==> src/tcp_cfg.svh <==
// Offsets, field positions and reset values of the control and status pin block.
// Assumes a 32-bit AXI4-Lite register bus with byte addresses.
`ifndef TCP_CFG_SVH
`define TCP_CFG_SVH

// ==========================================================================
// Register offsets
`define TCP_A_USER_CTRL  8'h00
`define TCP_A_PIN_STAT   8'h04
`define TCP_A_OEM_CFG1   8'h08
`define TCP_A_RX_TRIM    8'h0C
`define TCP_A_IRQ_STAT   8'h10
`define TCP_A_IRQ_MASK   8'h14

// ==========================================================================
// Field positions
`define TCP_B_SOFT_TRANSMIT_DISABLE_STATUS 0
`define TCP_B_SOFT_RATE_SELECT_STATUS  3
`define TCP_B_INT_PIN_EN 4
`define TCP_B_ST_TRANSMIT_DISABLE_STATUS   0
`define TCP_B_ST_TRANSMIT_FAULT_STATUS   1
`define TCP_B_ST_RATE_SELECT_STATUS    2
`define TCP_B_ST_TXOFF   3
`define TCP_B_ST_SHUTDOWN_OUT    4
`define TCP_B_ZONE       0
`define TCP_B_EXT_FAULT  1
`define TCP_B_SHUTDOWN_OUT_POL   2
`define TCP_B_MON_QUART  4
`define TCP_B_FB_INV     5
`define TCP_B_FB_SCALE   6
`define TCP_TAP_W        5
`define TCP_EV_N         3
`define TCP_FLT_N        4

// ==========================================================================
// Reset values and bus answers
`define TCP_R_USER_CTRL  5'h00
`define TCP_R_OEM_CFG1   7'h04
`define TCP_R_RX_TRIM    5'h00
`define TCP_R_IRQ_MASK   3'h0
`define TCP_RESP_OKAY    2'h0
`define TCP_RESP_SLVERR  2'h2

`endif

==> src/tcp_pkg.sv <==
// Types shared by the control and status pin block.
// Assumes tcp_cfg.svh is on the include path.
package tcp_pkg;
  `include "tcp_cfg.svh"

  typedef logic [7:0]  tcp_addr_t;
  typedef logic [31:0] tcp_data_t;
  typedef logic [1:0]  tcp_resp_t;
  typedef logic [`TCP_EV_N-1:0] tcp_ev_t;
  typedef enum logic {TCP_SHUTDOWN_OUT_OUT, TCP_FAULT_IN} tcp_pin_mode_t;
endpackage : tcp_pkg

==> src/tcp_reg_if.sv <==
// Internal carrier between the bus slave, the register file and the interrupt unit.
// Assumes all parties run on one clock.
`timescale 1ns/10ps
interface tcp_reg_if;
  import tcp_pkg::*;
  logic      wr_en;
  tcp_addr_t wr_addr;
  tcp_data_t wr_data;
  logic      wr_lane0;
  logic      wr_ok;
  logic      rd_en;
  tcp_addr_t rd_addr;
  tcp_data_t rd_data;
  logic      rd_ok;
  tcp_ev_t   ev;
  tcp_ev_t   mask;
  tcp_ev_t   status;
  logic      rd_clr;
  logic      irq;

  modport slave (output wr_en, wr_addr, wr_data, wr_lane0, rd_en, rd_addr,
                 input wr_ok, rd_data, rd_ok);
  modport regs  (input wr_en, wr_addr, wr_data, wr_lane0, rd_en, rd_addr, status, irq,
                 output wr_ok, rd_data, rd_ok, ev, mask, rd_clr);
  modport irqs  (input ev, mask, rd_clr, output status, irq);
endinterface : tcp_reg_if

==> src/tcp_pins.sv <==
// Top of the transceiver control and status pin logic.
// Assumes a host on AXI4-Lite and pin levels synchronous to aclk.
//
// Local design decisions: the AXI4-Lite register port and the placing of the registers.
`timescale 1ns/10ps
module tcp_pins
  import tcp_pkg::*;
(
  // Clock and reset
  input  wire logic      aclk,
  input  wire logic      aresetn,
  // AXI4-Lite write
  input  wire logic      awvalid,
  output logic           awready,
  input  wire tcp_pkg::tcp_addr_t awaddr,
  input  wire logic [2:0] awprot,
  input  wire logic      wvalid,
  output logic           wready,
  input  wire tcp_pkg::tcp_data_t wdata,
  input  wire logic [3:0] wstrb,
  output logic           bvalid,
  input  wire logic      bready,
  output tcp_pkg::tcp_resp_t bresp,
  // AXI4-Lite read
  input  wire logic      arvalid,
  output logic           arready,
  input  wire tcp_pkg::tcp_addr_t araddr,
  input  wire logic [2:0] arprot,
  output logic           rvalid,
  input  wire logic      rready,
  output tcp_pkg::tcp_data_t rdata,
  output tcp_pkg::tcp_resp_t rresp,
  // Transmit control pins
  input  wire logic      transmit_disable_in,
  output logic           tx_disable_out,
  input  wire logic [`TCP_FLT_N-1:0] internal_fault_in,
  input  wire logic      transmit_fault_i,
  output logic           transmit_fault_o,
  output logic           transmit_fault_oe,
  // Shutdown pin, doubling as external fault input
  input  wire logic      shutdown_i,
  output logic           shutdown_o,
  output logic           shutdown_oe,
  // Rate select
  input  wire logic      rate_select_in,
  output logic           rate_select_o,
  output logic           rate_select_oe,
  // Supply monitor pin
  output logic           supply_monitor_analog_en,
  output logic           supply_monitor_o,
  output logic           supply_monitor_oe,
  // Analog front end steering
  output logic           temp_remote_sel,
  output logic [`TCP_TAP_W-1:0] rx_trim_tap,
  output logic           tx_mon_range_quarter,
  output logic           fb_invert,
  output logic           fb_scale_sel,
  // Interrupt
  output logic           irq
);
  tcp_reg_if rg ();

  logic [4:0]  ctrl_q;
  logic [6:0]  oem_q;
  logic [`TCP_TAP_W-1:0] trim_q;
  tcp_ev_t     mask_q;
  logic        int_fault, ext_fault, fault_now, fault_prev_q;
  logic        transmit_disable_status_prev_q, rate_select_status_prev_q, soft_transmit_disable_status, soft_rate_select_status, int_pin_en;
  tcp_pin_mode_t mode;
  logic [4:0]  pin_stat;

  // ==========================================================================
  // Address decode
  // Shared by the write and the read path.
  function automatic logic tcp_hit(input tcp_addr_t a, input logic wr);
    unique case (a)
      `TCP_A_USER_CTRL, `TCP_A_OEM_CFG1, `TCP_A_RX_TRIM,
      `TCP_A_IRQ_STAT, `TCP_A_IRQ_MASK: tcp_hit = 1'b1;
      `TCP_A_PIN_STAT: tcp_hit = !wr;
      default:         tcp_hit = 1'b0;
    endcase
  endfunction : tcp_hit

  // ==========================================================================
  // Submodules
  tcp_axil u_axil (
    .aclk    (aclk),
    .aresetn (aresetn),
    .awvalid (awvalid),
    .awready (awready),
    .awaddr  (awaddr),
    .wvalid  (wvalid),
    .wready  (wready),
    .wdata   (wdata),
    .wstrb   (wstrb),
    .bvalid  (bvalid),
    .bready  (bready),
    .bresp   (bresp),
    .arvalid (arvalid),
    .arready (arready),
    .araddr  (araddr),
    .rvalid  (rvalid),
    .rready  (rready),
    .rdata   (rdata),
    .rresp   (rresp),
    .rg      (rg.slave)
  );

  tcp_irq u_irq (
    .aclk    (aclk),
    .aresetn (aresetn),
    .rg      (rg.irqs)
  );

  // ==========================================================================
  // Register writes
  // Status clears on reads and ignores writes; the pin status is read only.
  // A write with byte lane 0 off changes nothing; it is answered OKAY except at the pin status and unmapped offsets.
  assign rg.wr_ok = tcp_hit(rg.wr_addr, 1'b1);

  always_ff @(posedge aclk) begin
    if (!aresetn) begin
      ctrl_q <= `TCP_R_USER_CTRL;
      oem_q  <= `TCP_R_OEM_CFG1;
      trim_q <= `TCP_R_RX_TRIM;
      mask_q <= `TCP_R_IRQ_MASK;
    end else if (rg.wr_en && rg.wr_lane0) begin
      unique case (rg.wr_addr)
        `TCP_A_USER_CTRL: ctrl_q <= rg.wr_data[4:0];
        `TCP_A_OEM_CFG1:  oem_q  <= rg.wr_data[6:0];
        `TCP_A_RX_TRIM:   trim_q <= rg.wr_data[`TCP_TAP_W-1:0];
        `TCP_A_IRQ_MASK:  mask_q <= rg.wr_data[`TCP_EV_N-1:0];
        default: ;
      endcase
    end
  end

  assign soft_transmit_disable_status = ctrl_q[`TCP_B_SOFT_TRANSMIT_DISABLE_STATUS];
  assign soft_rate_select_status  = ctrl_q[`TCP_B_SOFT_RATE_SELECT_STATUS];
  assign int_pin_en = ctrl_q[`TCP_B_INT_PIN_EN];
  assign mode       = oem_q[`TCP_B_EXT_FAULT] ? TCP_FAULT_IN : TCP_SHUTDOWN_OUT_OUT;
  assign rg.mask    = mask_q;

  // ==========================================================================
  // Register reads
  assign pin_stat[`TCP_B_ST_TRANSMIT_DISABLE_STATUS] = transmit_disable_in;
  assign pin_stat[`TCP_B_ST_TRANSMIT_FAULT_STATUS] = transmit_fault_i;
  assign pin_stat[`TCP_B_ST_RATE_SELECT_STATUS]  = rate_select_in;
  assign pin_stat[`TCP_B_ST_TXOFF] = tx_disable_out;
  assign pin_stat[`TCP_B_ST_SHUTDOWN_OUT]  = shutdown_oe && (shutdown_o == oem_q[`TCP_B_SHUTDOWN_OUT_POL]);

  assign rg.rd_ok  = tcp_hit(rg.rd_addr, 1'b0);
  assign rg.rd_clr = rg.rd_en && (rg.rd_addr == `TCP_A_IRQ_STAT);

  always_comb begin
    rg.rd_data = '0;
    unique case (rg.rd_addr)
      `TCP_A_USER_CTRL: rg.rd_data[4:0] = ctrl_q;
      `TCP_A_PIN_STAT:  rg.rd_data[4:0] = pin_stat;
      `TCP_A_OEM_CFG1:  rg.rd_data[6:0] = oem_q;
      `TCP_A_RX_TRIM:   rg.rd_data[`TCP_TAP_W-1:0] = trim_q;
      `TCP_A_IRQ_STAT:  rg.rd_data[`TCP_EV_N-1:0] = rg.status;
      `TCP_A_IRQ_MASK:  rg.rd_data[`TCP_EV_N-1:0] = mask_q;
      default: ;
    endcase
  end

  // ==========================================================================
  // Fault merge and transmit pins
  // Open-drain pins only ever drive low; a pull-up gives the high level.
  assign int_fault = |internal_fault_in;
  assign ext_fault = (mode == TCP_FAULT_IN) && shutdown_i;
  assign fault_now = int_fault || ext_fault;

  assign transmit_fault_o = 1'b0;
  assign rate_select_o    = 1'b0;
  assign supply_monitor_o = 1'b0;

  always_ff @(posedge aclk) begin
    if (!aresetn) begin
      tx_disable_out    <= 1'b1;
      transmit_fault_oe <= 1'b1;
    end else begin
      tx_disable_out    <= transmit_disable_in || soft_transmit_disable_status;
      transmit_fault_oe <= !fault_now;
    end
  end

  // The shutdown pin is released one cycle after external-fault mode is chosen.
  // In that cycle the merge may see the device's own drive on the pin, so a mode
  // switch belongs in a quiet moment.
  always_ff @(posedge aclk) begin
    if (!aresetn) begin
      shutdown_oe <= 1'b0;
      shutdown_o  <= 1'b0;
    end else begin
      shutdown_oe <= (mode == TCP_SHUTDOWN_OUT_OUT);
      shutdown_o  <= int_fault ? oem_q[`TCP_B_SHUTDOWN_OUT_POL] : !oem_q[`TCP_B_SHUTDOWN_OUT_POL];
    end
  end

  always_ff @(posedge aclk) begin
    if (!aresetn)
      rate_select_oe <= 1'b1;
    else
      rate_select_oe <= !(rate_select_in || soft_rate_select_status);
  end

  // ==========================================================================
  // Supply monitor pin and interrupt
  always_ff @(posedge aclk) begin
    if (!aresetn) begin
      supply_monitor_analog_en <= 1'b1;
      supply_monitor_oe        <= 1'b0;
    end else begin
      supply_monitor_analog_en <= !int_pin_en;
      supply_monitor_oe        <= int_pin_en && rg.irq;
    end
  end

  assign irq = rg.irq;

  // Events: fault rising, and any change of the disable or rate select pin.
  // Previous levels reset to the idle pin level, so reset itself raises no event.
  always_ff @(posedge aclk) begin
    if (!aresetn) begin
      fault_prev_q <= 1'b0;
      transmit_disable_status_prev_q <= 1'b0;
      rate_select_status_prev_q  <= 1'b0;
    end else begin
      fault_prev_q <= fault_now;
      transmit_disable_status_prev_q <= transmit_disable_in;
      rate_select_status_prev_q  <= rate_select_in;
    end
  end

  assign rg.ev = {rate_select_in ^ rate_select_status_prev_q,
                  transmit_disable_in ^ transmit_disable_status_prev_q,
                  fault_now && !fault_prev_q};

  // ==========================================================================
  // Analog front end steering
  assign temp_remote_sel      = oem_q[`TCP_B_ZONE];
  assign tx_mon_range_quarter = oem_q[`TCP_B_MON_QUART];
  assign fb_invert            = oem_q[`TCP_B_FB_INV];
  assign fb_scale_sel         = oem_q[`TCP_B_FB_SCALE];
  assign rx_trim_tap          = trim_q;
endmodule : tcp_pins

==> src/tcp_axil.sv <==
// AXI4-Lite slave: one write and one read under way at a time.
// Assumes the register side decodes the address in the same cycle.
`timescale 1ns/10ps
module tcp_axil
  import tcp_pkg::*;
(
  // Clock and reset
  input  wire logic      aclk,
  input  wire logic      aresetn,
  // Write channels
  input  wire logic      awvalid,
  output logic           awready,
  input  wire tcp_addr_t awaddr,
  input  wire logic      wvalid,
  output logic           wready,
  input  wire tcp_data_t wdata,
  input  wire logic [3:0] wstrb,
  output logic           bvalid,
  input  wire logic      bready,
  output tcp_resp_t      bresp,
  // Read channels
  input  wire logic      arvalid,
  output logic           arready,
  input  wire tcp_addr_t araddr,
  output logic           rvalid,
  input  wire logic      rready,
  output tcp_data_t      rdata,
  output tcp_resp_t      rresp,
  // Register side
  tcp_reg_if.slave       rg
);
  logic      aw_held_q, w_held_q, wr_go;
  tcp_addr_t awaddr_q;
  tcp_data_t wdata_q;
  logic      lane0_q;

  // ==========================================================================
  // Write path
  // Address and data are caught independently, so either may come first.
  assign awready = !aw_held_q && !bvalid;
  assign wready  = !w_held_q && !bvalid;
  assign wr_go   = aw_held_q && w_held_q && !bvalid;
  assign rg.wr_en    = wr_go;
  assign rg.wr_addr  = awaddr_q;
  assign rg.wr_data  = wdata_q;
  assign rg.wr_lane0 = lane0_q;

  always_ff @(posedge aclk) begin
    if (!aresetn) begin
      aw_held_q <= 1'b0;
      awaddr_q  <= '0;
    end else if (awvalid && awready) begin
      aw_held_q <= 1'b1;
      awaddr_q  <= awaddr;
    end else if (wr_go) begin
      aw_held_q <= 1'b0;
    end
  end

  always_ff @(posedge aclk) begin
    if (!aresetn) begin
      w_held_q <= 1'b0;
      wdata_q  <= '0;
      lane0_q  <= 1'b0;
    end else if (wvalid && wready) begin
      w_held_q <= 1'b1;
      wdata_q  <= wdata;
      lane0_q  <= wstrb[0];
    end else if (wr_go) begin
      w_held_q <= 1'b0;
    end
  end

  always_ff @(posedge aclk) begin
    if (!aresetn) begin
      bvalid <= 1'b0;
      bresp  <= `TCP_RESP_OKAY;
    end else if (wr_go) begin
      bvalid <= 1'b1;
      bresp  <= rg.wr_ok ? `TCP_RESP_OKAY : `TCP_RESP_SLVERR;
    end else if (bready) begin
      bvalid <= 1'b0;
    end
  end

  // ==========================================================================
  // Read path
  assign arready    = !rvalid;
  assign rg.rd_en   = arvalid && arready;
  assign rg.rd_addr = araddr;

  always_ff @(posedge aclk) begin
    if (!aresetn) begin
      rvalid <= 1'b0;
      rdata  <= '0;
      rresp  <= `TCP_RESP_OKAY;
    end else if (rg.rd_en) begin
      rvalid <= 1'b1;
      rdata  <= rg.rd_data;
      rresp  <= rg.rd_ok ? `TCP_RESP_OKAY : `TCP_RESP_SLVERR;
    end else if (rready) begin
      rvalid <= 1'b0;
    end
  end
endmodule : tcp_axil

==> src/tcp_irq.sv <==
// Sticky event status with mask and one level interrupt.
// Assumes rd_clr pulses when software reads the status register.
`timescale 1ns/10ps
module tcp_irq
  import tcp_pkg::*;
(
  // Clock and reset
  input  wire logic aclk,
  input  wire logic aresetn,
  // Register side
  tcp_reg_if.irqs   rg
);
  tcp_ev_t st_q;

  // ==========================================================================
  // Sticky bits
  // A new event beats the read clear so it is never lost.
  genvar i;
  generate
    for (i = 0; i < `TCP_EV_N; i++) begin : g_bit
      always_ff @(posedge aclk) begin
        if (!aresetn)
          st_q[i] <= 1'b0;
        else if (rg.ev[i])
          st_q[i] <= 1'b1;
        else if (rg.rd_clr)
          st_q[i] <= 1'b0;
      end
    end
  endgenerate

  assign rg.status = st_q;
  assign rg.irq    = |(st_q & rg.mask);
endmodule : tcp_irq

==> config.mk <==
export PLATFORM = sky130hd
export DESIGN_NAME = tcp_pins
export DESIGN_NICKNAME = d
export VERILOG_FILES = /design/src/tcp_pkg.sv /design/src/tcp_reg_if.sv /design/src/tcp_pins.sv /design/src/tcp_axil.sv /design/src/tcp_irq.sv
export VERILOG_INCLUDE_DIRS = /design/src
export SDC_FILE = /design/constraint.sdc
export NUM_CORES = 1
export LEC_CHECK = 0
export BUFFER_PORTS_ARGS = -buffer_cell sky130_fd_sc_hd__buf_2
export CAP_MARGIN = 20
export CORE_UTILIZATION = 48
export DETAILED_ROUTE_END_ITERATION = 16
export GPL_TIMING_DRIVEN = 0
export PLACE_DENSITY = 0.77
export SETUP_SLACK_MARGIN = 0.05
export SLEW_MARGIN = 20
export SYNTH_ARGS = -nofsm -noshare
export SYNTH_HDL_FRONTEND = slang
export SYNTH_HIERARCHICAL = 1
export SYNTH_SLANG_ARGS = --single-unit
==> constraint.sdc <==
create_clock -name aclk -period 1.7 [get_ports aclk]
set_input_delay 0.34 -clock aclk [delete_from_list [all_inputs] [get_ports aclk]]
set_output_delay 0.34 -clock aclk [all_outputs]
set_load 0.03 [all_outputs]
==> results of run 1 <==
==> tightest hold or removal path: cells and delay by family <==
family	cells	cell delay (ps)
simple gates	1	50
buf+inv	1	80
compound gates	1	60
==> cell type report <==
class / instances / area (µm²) / area share, %
Clock buffer: 13 / 159 / 3.33
Tap cell: 102 / 128 / 2.67
Multi-Input combinational cell: 306 / 1860 / 39.0
Buffer: 44 / 339 / 7.10
Clock inverter: 3 / 17.5 / 0.367
Sequential cell: 87 / 1750 / 36.7
Inverter: 5 / 21.3 / 0.445
Timing Repair Buffer: 92 / 498 / 10.4
==> worst max-delay path by stage <==
stage                                         to  slack, ps                         startpoint
global route               oem_q[3]$_SDFFE_PN0P_       -100  u_axil/rg.wr_addr[6]$_SDFFE_PN0P_
finish                     oem_q[3]$_SDFFE_PN0P_        -70  u_axil/rg.wr_addr[6]$_SDFFE_PN0P_
CTS                        oem_q[3]$_SDFFE_PN0P_        -60  u_axil/rg.wr_addr[6]$_SDFFE_PN0P_
detailed placement  u_axil/rdata[0]$_SDFFE_PN0P_       -160                          araddr[2]
global placement    u_axil/rdata[4]$_SDFFE_PN0P_       -150                          araddr[2]
floorplan                  oem_q[0]$_SDFFE_PN0P_       -100         u_axil/bvalid$_SDFFE_PN0P_
==> metal layers <==
layer | routed length (µm) | track usage, %
met5 | 0 | 0
met4 | 139 | 8.47
met3 | 434 | 4.77
met2 | 4070 | 36.1
met1 | 3660 | 25.1
==> state kept, by name, indices dropped and copies added (netlist names), 3 cells and up <==
register           cells
ctrl_q                 5
mask_q                 3
oem_q                  7
rx_trim_tap            5
u_axil/rdata          32
u_axil/rg.wr_addr      8
u_axil/rg.wr_data      7
u_irq/rg.status        3
==> stage by stage <==
| stage | total power, mW | hold WS, ps |
|---|---|---|
| finish | 4.14 | 215 |
| global route | 4.34 | 230 |
| CTS | 4.17 | 207 |
| detailed placement | 2.86 | 420 |
| global placement | 2.85 | 411 |
| floorplan | 2.69 | 381 |
==> repair_timing <==
action	CTS	global route
resized for setup	7	12
setup endpoints to repair	23	25
pin swaps	6	3
hold endpoints to repair	0	0
setup buffers	5	1
==> power groups by stage <==
| stage | clock [mW] | sequential [mW] | combinational [mW] |
|---|---|---|---|
| detailed placement | 0 | 2.24 | 0.627 |
| CTS | 1.33 | 2.19 | 0.645 |
| finish | 1.29 | 2.19 | 0.655 |
| global route | 1.42 | 2.21 | 0.716 |
| global placement | 0 | 2.23 | 0.614 |
| floorplan | 0 | 2.32 | 0.371 |
==> impl_metrics.ini, run 1 <==
[run_status]
outcome = complete, but fails checks
violations = setup timing

[cells_and_area]
drive_gt1_share_pct = 30.7
fillers = 689
fin_nets = 618
final_cell_mix = 116 x nand2_1, 90 x buf_2, 80 x dfxtp_1
layout_commonest_cell = nand2_1
fin_util_pct = 61.8
syn2layout_area_growth_pct = 25.1
final_area_um2 = 4780
finalNonFillerCells = 652
n_antenna_cell = 0

[timing]
rsz0062_at_grt = true
fin_ws_ps = -68.8
fin_crit_sh_pct = 104
max-slew-margin-rel_pct = 59.6
period_minus_slack_ps = 1770
skew_ps = 8.78
max_freq_mhz = 565
final-max-slew-violation-count = 0
hold_violations = 0
setup_tns_ps = -422
worstMarginPinSlew_ps = 600
setup_viol = 7

[worst_setup_path]
r2r_end = oem_q[3]$_SDFFE_PN0P_
reg2reg_depth = 4
rrSetupSlack_ps = -70
crit_type = reg -> reg
crit_top_cell = or4_4
cp_slowest_cell = or4_4
cp-end-kind = flip-flop
r2r-start = u_axil/rg.wr_addr[6]$_SDFFE_PN0P_
worstSetupStartpointType = flip-flop
critPathMaxStageDelay_ps = 550
worst-path-max-fanout = 7
cp_cell_sequence = or4_4, or4_4, buf_8, mux2i_1
cpLargestDelayFamily = simple AND/OR/NAND/NOR gates
crit_buf_inv = 1
cp.arrival_ps = 2000
cp.depth = 4
crit_required_ps = 1930

[floorplan]
dieArea_um2 = 8320
die_h_um = 91.2
die_width_um = 91.2
row_count = 32
initial_core_util_pct = 49.4
ios = 134
coreArea_um2 = 7730

[drt]
drc = 0
dr_total_vias = 3148
first_pass_iters = 6
drt_wl_total_mm = 8.30
avgViaCountPerCell = 4.83
ant_nets = 0
drt-initial-drc-count = 122
wl_per_cell_um = 12.7

[place]
dp.cells = 632
pre_cts_ws_ps = -161
dpl_cell_area_um2 = 4510
gp_congestion = 0.758
place_hpwl_mm = 6.29
io_buffers = 86

[grt]
antenna_found_initial = 0
grt_first_pass_wirelength_mm = 13.9
grt_pass1_vias = 3093
grtUsageTotal_pct = 20.9
overflow = 0
grt_max_degree = 14

[synth]
yosys_warnings = 6
avgSynthCellArea_um2 = 9.18
netlist_instances = 416
synth_area_um2 = 3820

[power]
p_comb_share_pct = 15.8
power.share.clock_pct = 31.2
p_int_mw = 3.02
powerDensity_nw_per_um2 = 866
power.share.switching_pct = 27.1
p_switching_mw = 1.12
worst_ir_drop_vdd_mv = 0.466
p_seq_share_pct = 53.0
p_leak_nw = 2.16

[hold_path]
hold_class = in -> reg
hold_start = awaddr[0]
min_path_cells = 3
holdPathEnd = u_axil/rg.wr_addr[0]$_SDFFE_PN0P_

[cts]
clkTransAtPathRegs_ps = 80
cts-root-buf = clkbuf_8
cts_sinks = 87
ctsLongestPathBuffers = 2
clk_latency_ps = 340
hold_buffers = 0
htreeDepth = 3
cts_buffers = 9
cts_tree = done

[run]
maxCapViolations = 0
(Power assumes the default switching activity.)
==> run 2: changes to the inputs <==
--- a/config.mk
+++ b/config.mk
@@ -13,6 +13,7 @@
 export GPL_TIMING_DRIVEN = 0
 export PLACE_DENSITY = 0.77
 export SETUP_SLACK_MARGIN = 0.05
+export SKIP_CTS_REPAIR_TIMING = 1
 export SLEW_MARGIN = 20
 export SYNTH_ARGS = -nofsm -noshare
 export SYNTH_HDL_FRONTEND = slang
==> impl_metrics.ini, run 2 (same netlist as run 1, synthesis figures left out) <==
[timing]
fin_ws_ps = -64.7
max_freq_mhz = 567
final-max-slew-violation-count = 0
max-slew-margin-rel_pct = 59.6
hold_violations = 0
setup_tns_ps = -392
skew_ps = 9.33
fin_crit_sh_pct = 104
setup_viol = 7
rsz0062_at_grt = true
worstMarginPinSlew_ps = 600
period_minus_slack_ps = 1760

[floorplan]
dieArea_um2 = 8320
die_width_um = 91.2
row_count = 32
initial_core_util_pct = 49.4
die_h_um = 91.2
ios = 134
coreArea_um2 = 7730

[worst_setup_path]
cp_cell_sequence = and3b_2, nand4bb_4, or4_4, buf_8, mux2i_1
crit_required_ps = 1930
cp-end-kind = flip-flop
reg2reg_depth = 5
worstSetupStartpointType = flip-flop
cp.arrival_ps = 1990
cp_slowest_cell = or4_4
critPathMaxStageDelay_ps = 550
worst-path-max-fanout = 7
crit_type = reg -> reg

[power]
p_leak_nw = 2.15
powerDensity_nw_per_um2 = 864
worst_ir_drop_vdd_mv = 0.473

[grt]
grt_first_pass_wirelength_mm = 13.8
grtUsageTotal_pct = 20.8
overflow = 0
antenna_found_initial = 0
grt_max_degree = 14
grt_pass1_vias = 3062

[cts]
cts_sinks = 87
cts-root-buf = clkbuf_8
clk_latency_ps = 340
cts_tree = done
cts_buffers = 9
ctsLongestPathBuffers = 2
htreeDepth = 3
clkTransAtPathRegs_ps = 80

[cells_and_area]
multiInputGateArea_um2 = 1850
final_cell_mix = 116 x nand2_1, 90 x buf_2, 82 x dfxtp_1
syn2layout_area_growth_pct = 24.8
fin_util_pct = 61.7
ff_latch_area_um2 = 1760
n_antenna_cell = 0
fin_nets = 618
finalNonFillerCells = 652
largest_reg_flops = 32
layout_commonest_cell = nand2_1
regMostFlops = u_axil/rdata
fillers = 692
drive_gt1_share_pct = 29.8

[hold_path]
hold_class = in -> reg
min_path_cells = 3

[place]
dp.cells = 632
place_hpwl_mm = 6.29
io_buffers = 86
gp_congestion = 0.758

[drt]
wl_met1_mm = 3.66
met3_length_um = 398
drt-initial-drc-count = 132
wl_per_cell_um = 12.6
drc = 0
dr_total_vias = 3156
avgViaCountPerCell = 4.84
first_pass_iters = 5
drt_wl_total_mm = 8.24
ant_nets = 0
highest_layer = met4
wl_met2_mm = 4.03

[run_status]
outcome = complete, but fails checks
violations = setup timing

[run]
maxCapViolations = 0
## run 2: power breakdown
| part | internal (mW) | switching, mW | leakage (nW) |
|---|---|---|---|
| combinational | 0.266 | 0.372 | 1.35 |
| sequential | 2.13 | 0.0631 | 0.715 |
| clock | 0.608 | 0.682 | 0.0894 |
## run 2: worst paths after layout
path | start | slack (ps) | to
max | u_axil/bvalid$_SDFFE_PN0P_ | -60 | oem_q[3]$_SDFFE_PN0P_
min | awaddr[6] | 220 | u_axil/rg.wr_addr[6]$_SDFFE_PN0P_
max reg2reg | u_axil/bvalid$_SDFFE_PN0P_ | -60 | oem_q[3]$_SDFFE_PN0P_
min reg2reg | ctrl_q[4]$_SDFFE_PN0P_ | 440 | supply_monitor_analog_en$_SDFF_PN1_
## run 2: area by class of cell
cell class / count / share of cell area, %
Multi-Input combinational cell: 306 / 38.8
Sequential cell: 87 / 36.8
Timing Repair Buffer: 91 / 10.2
Buffer: 45 / 7.35
Clock buffer: 13 / 3.33
Tap cell: 102 / 2.68
Inverter: 5 / 0.446
Clock inverter: 3 / 0.367
## run 2: layer usage
layer	vias to the layer above	global-route usage, %
li1	1610	-
met1	1459	25.1
met2	76	35.5
met3	11	4.77
met4	0	8.47
met5	-	0
## run 2: per-stage QoR
step                      setup WS [ps]  instance area, µm²  hold slack, ps  power (mW)
after floorplan                    -104                3960             381        2.69
after global placement             -151                4510             411        2.85
after detailed placement           -161                4510             420        2.86
after CTS                          -156                4690             207        4.15
after global routing               -119                4770             230        4.32
final                             -64.7                4770             219        4.12
## run 2: critical path, delay by kind of cell (launching register included)
family                 cells  cell delay [ps]
DFF                        1              360
buffers and inverters      1              160
and+or+nand+nor            3             1010
muxes                      1              120
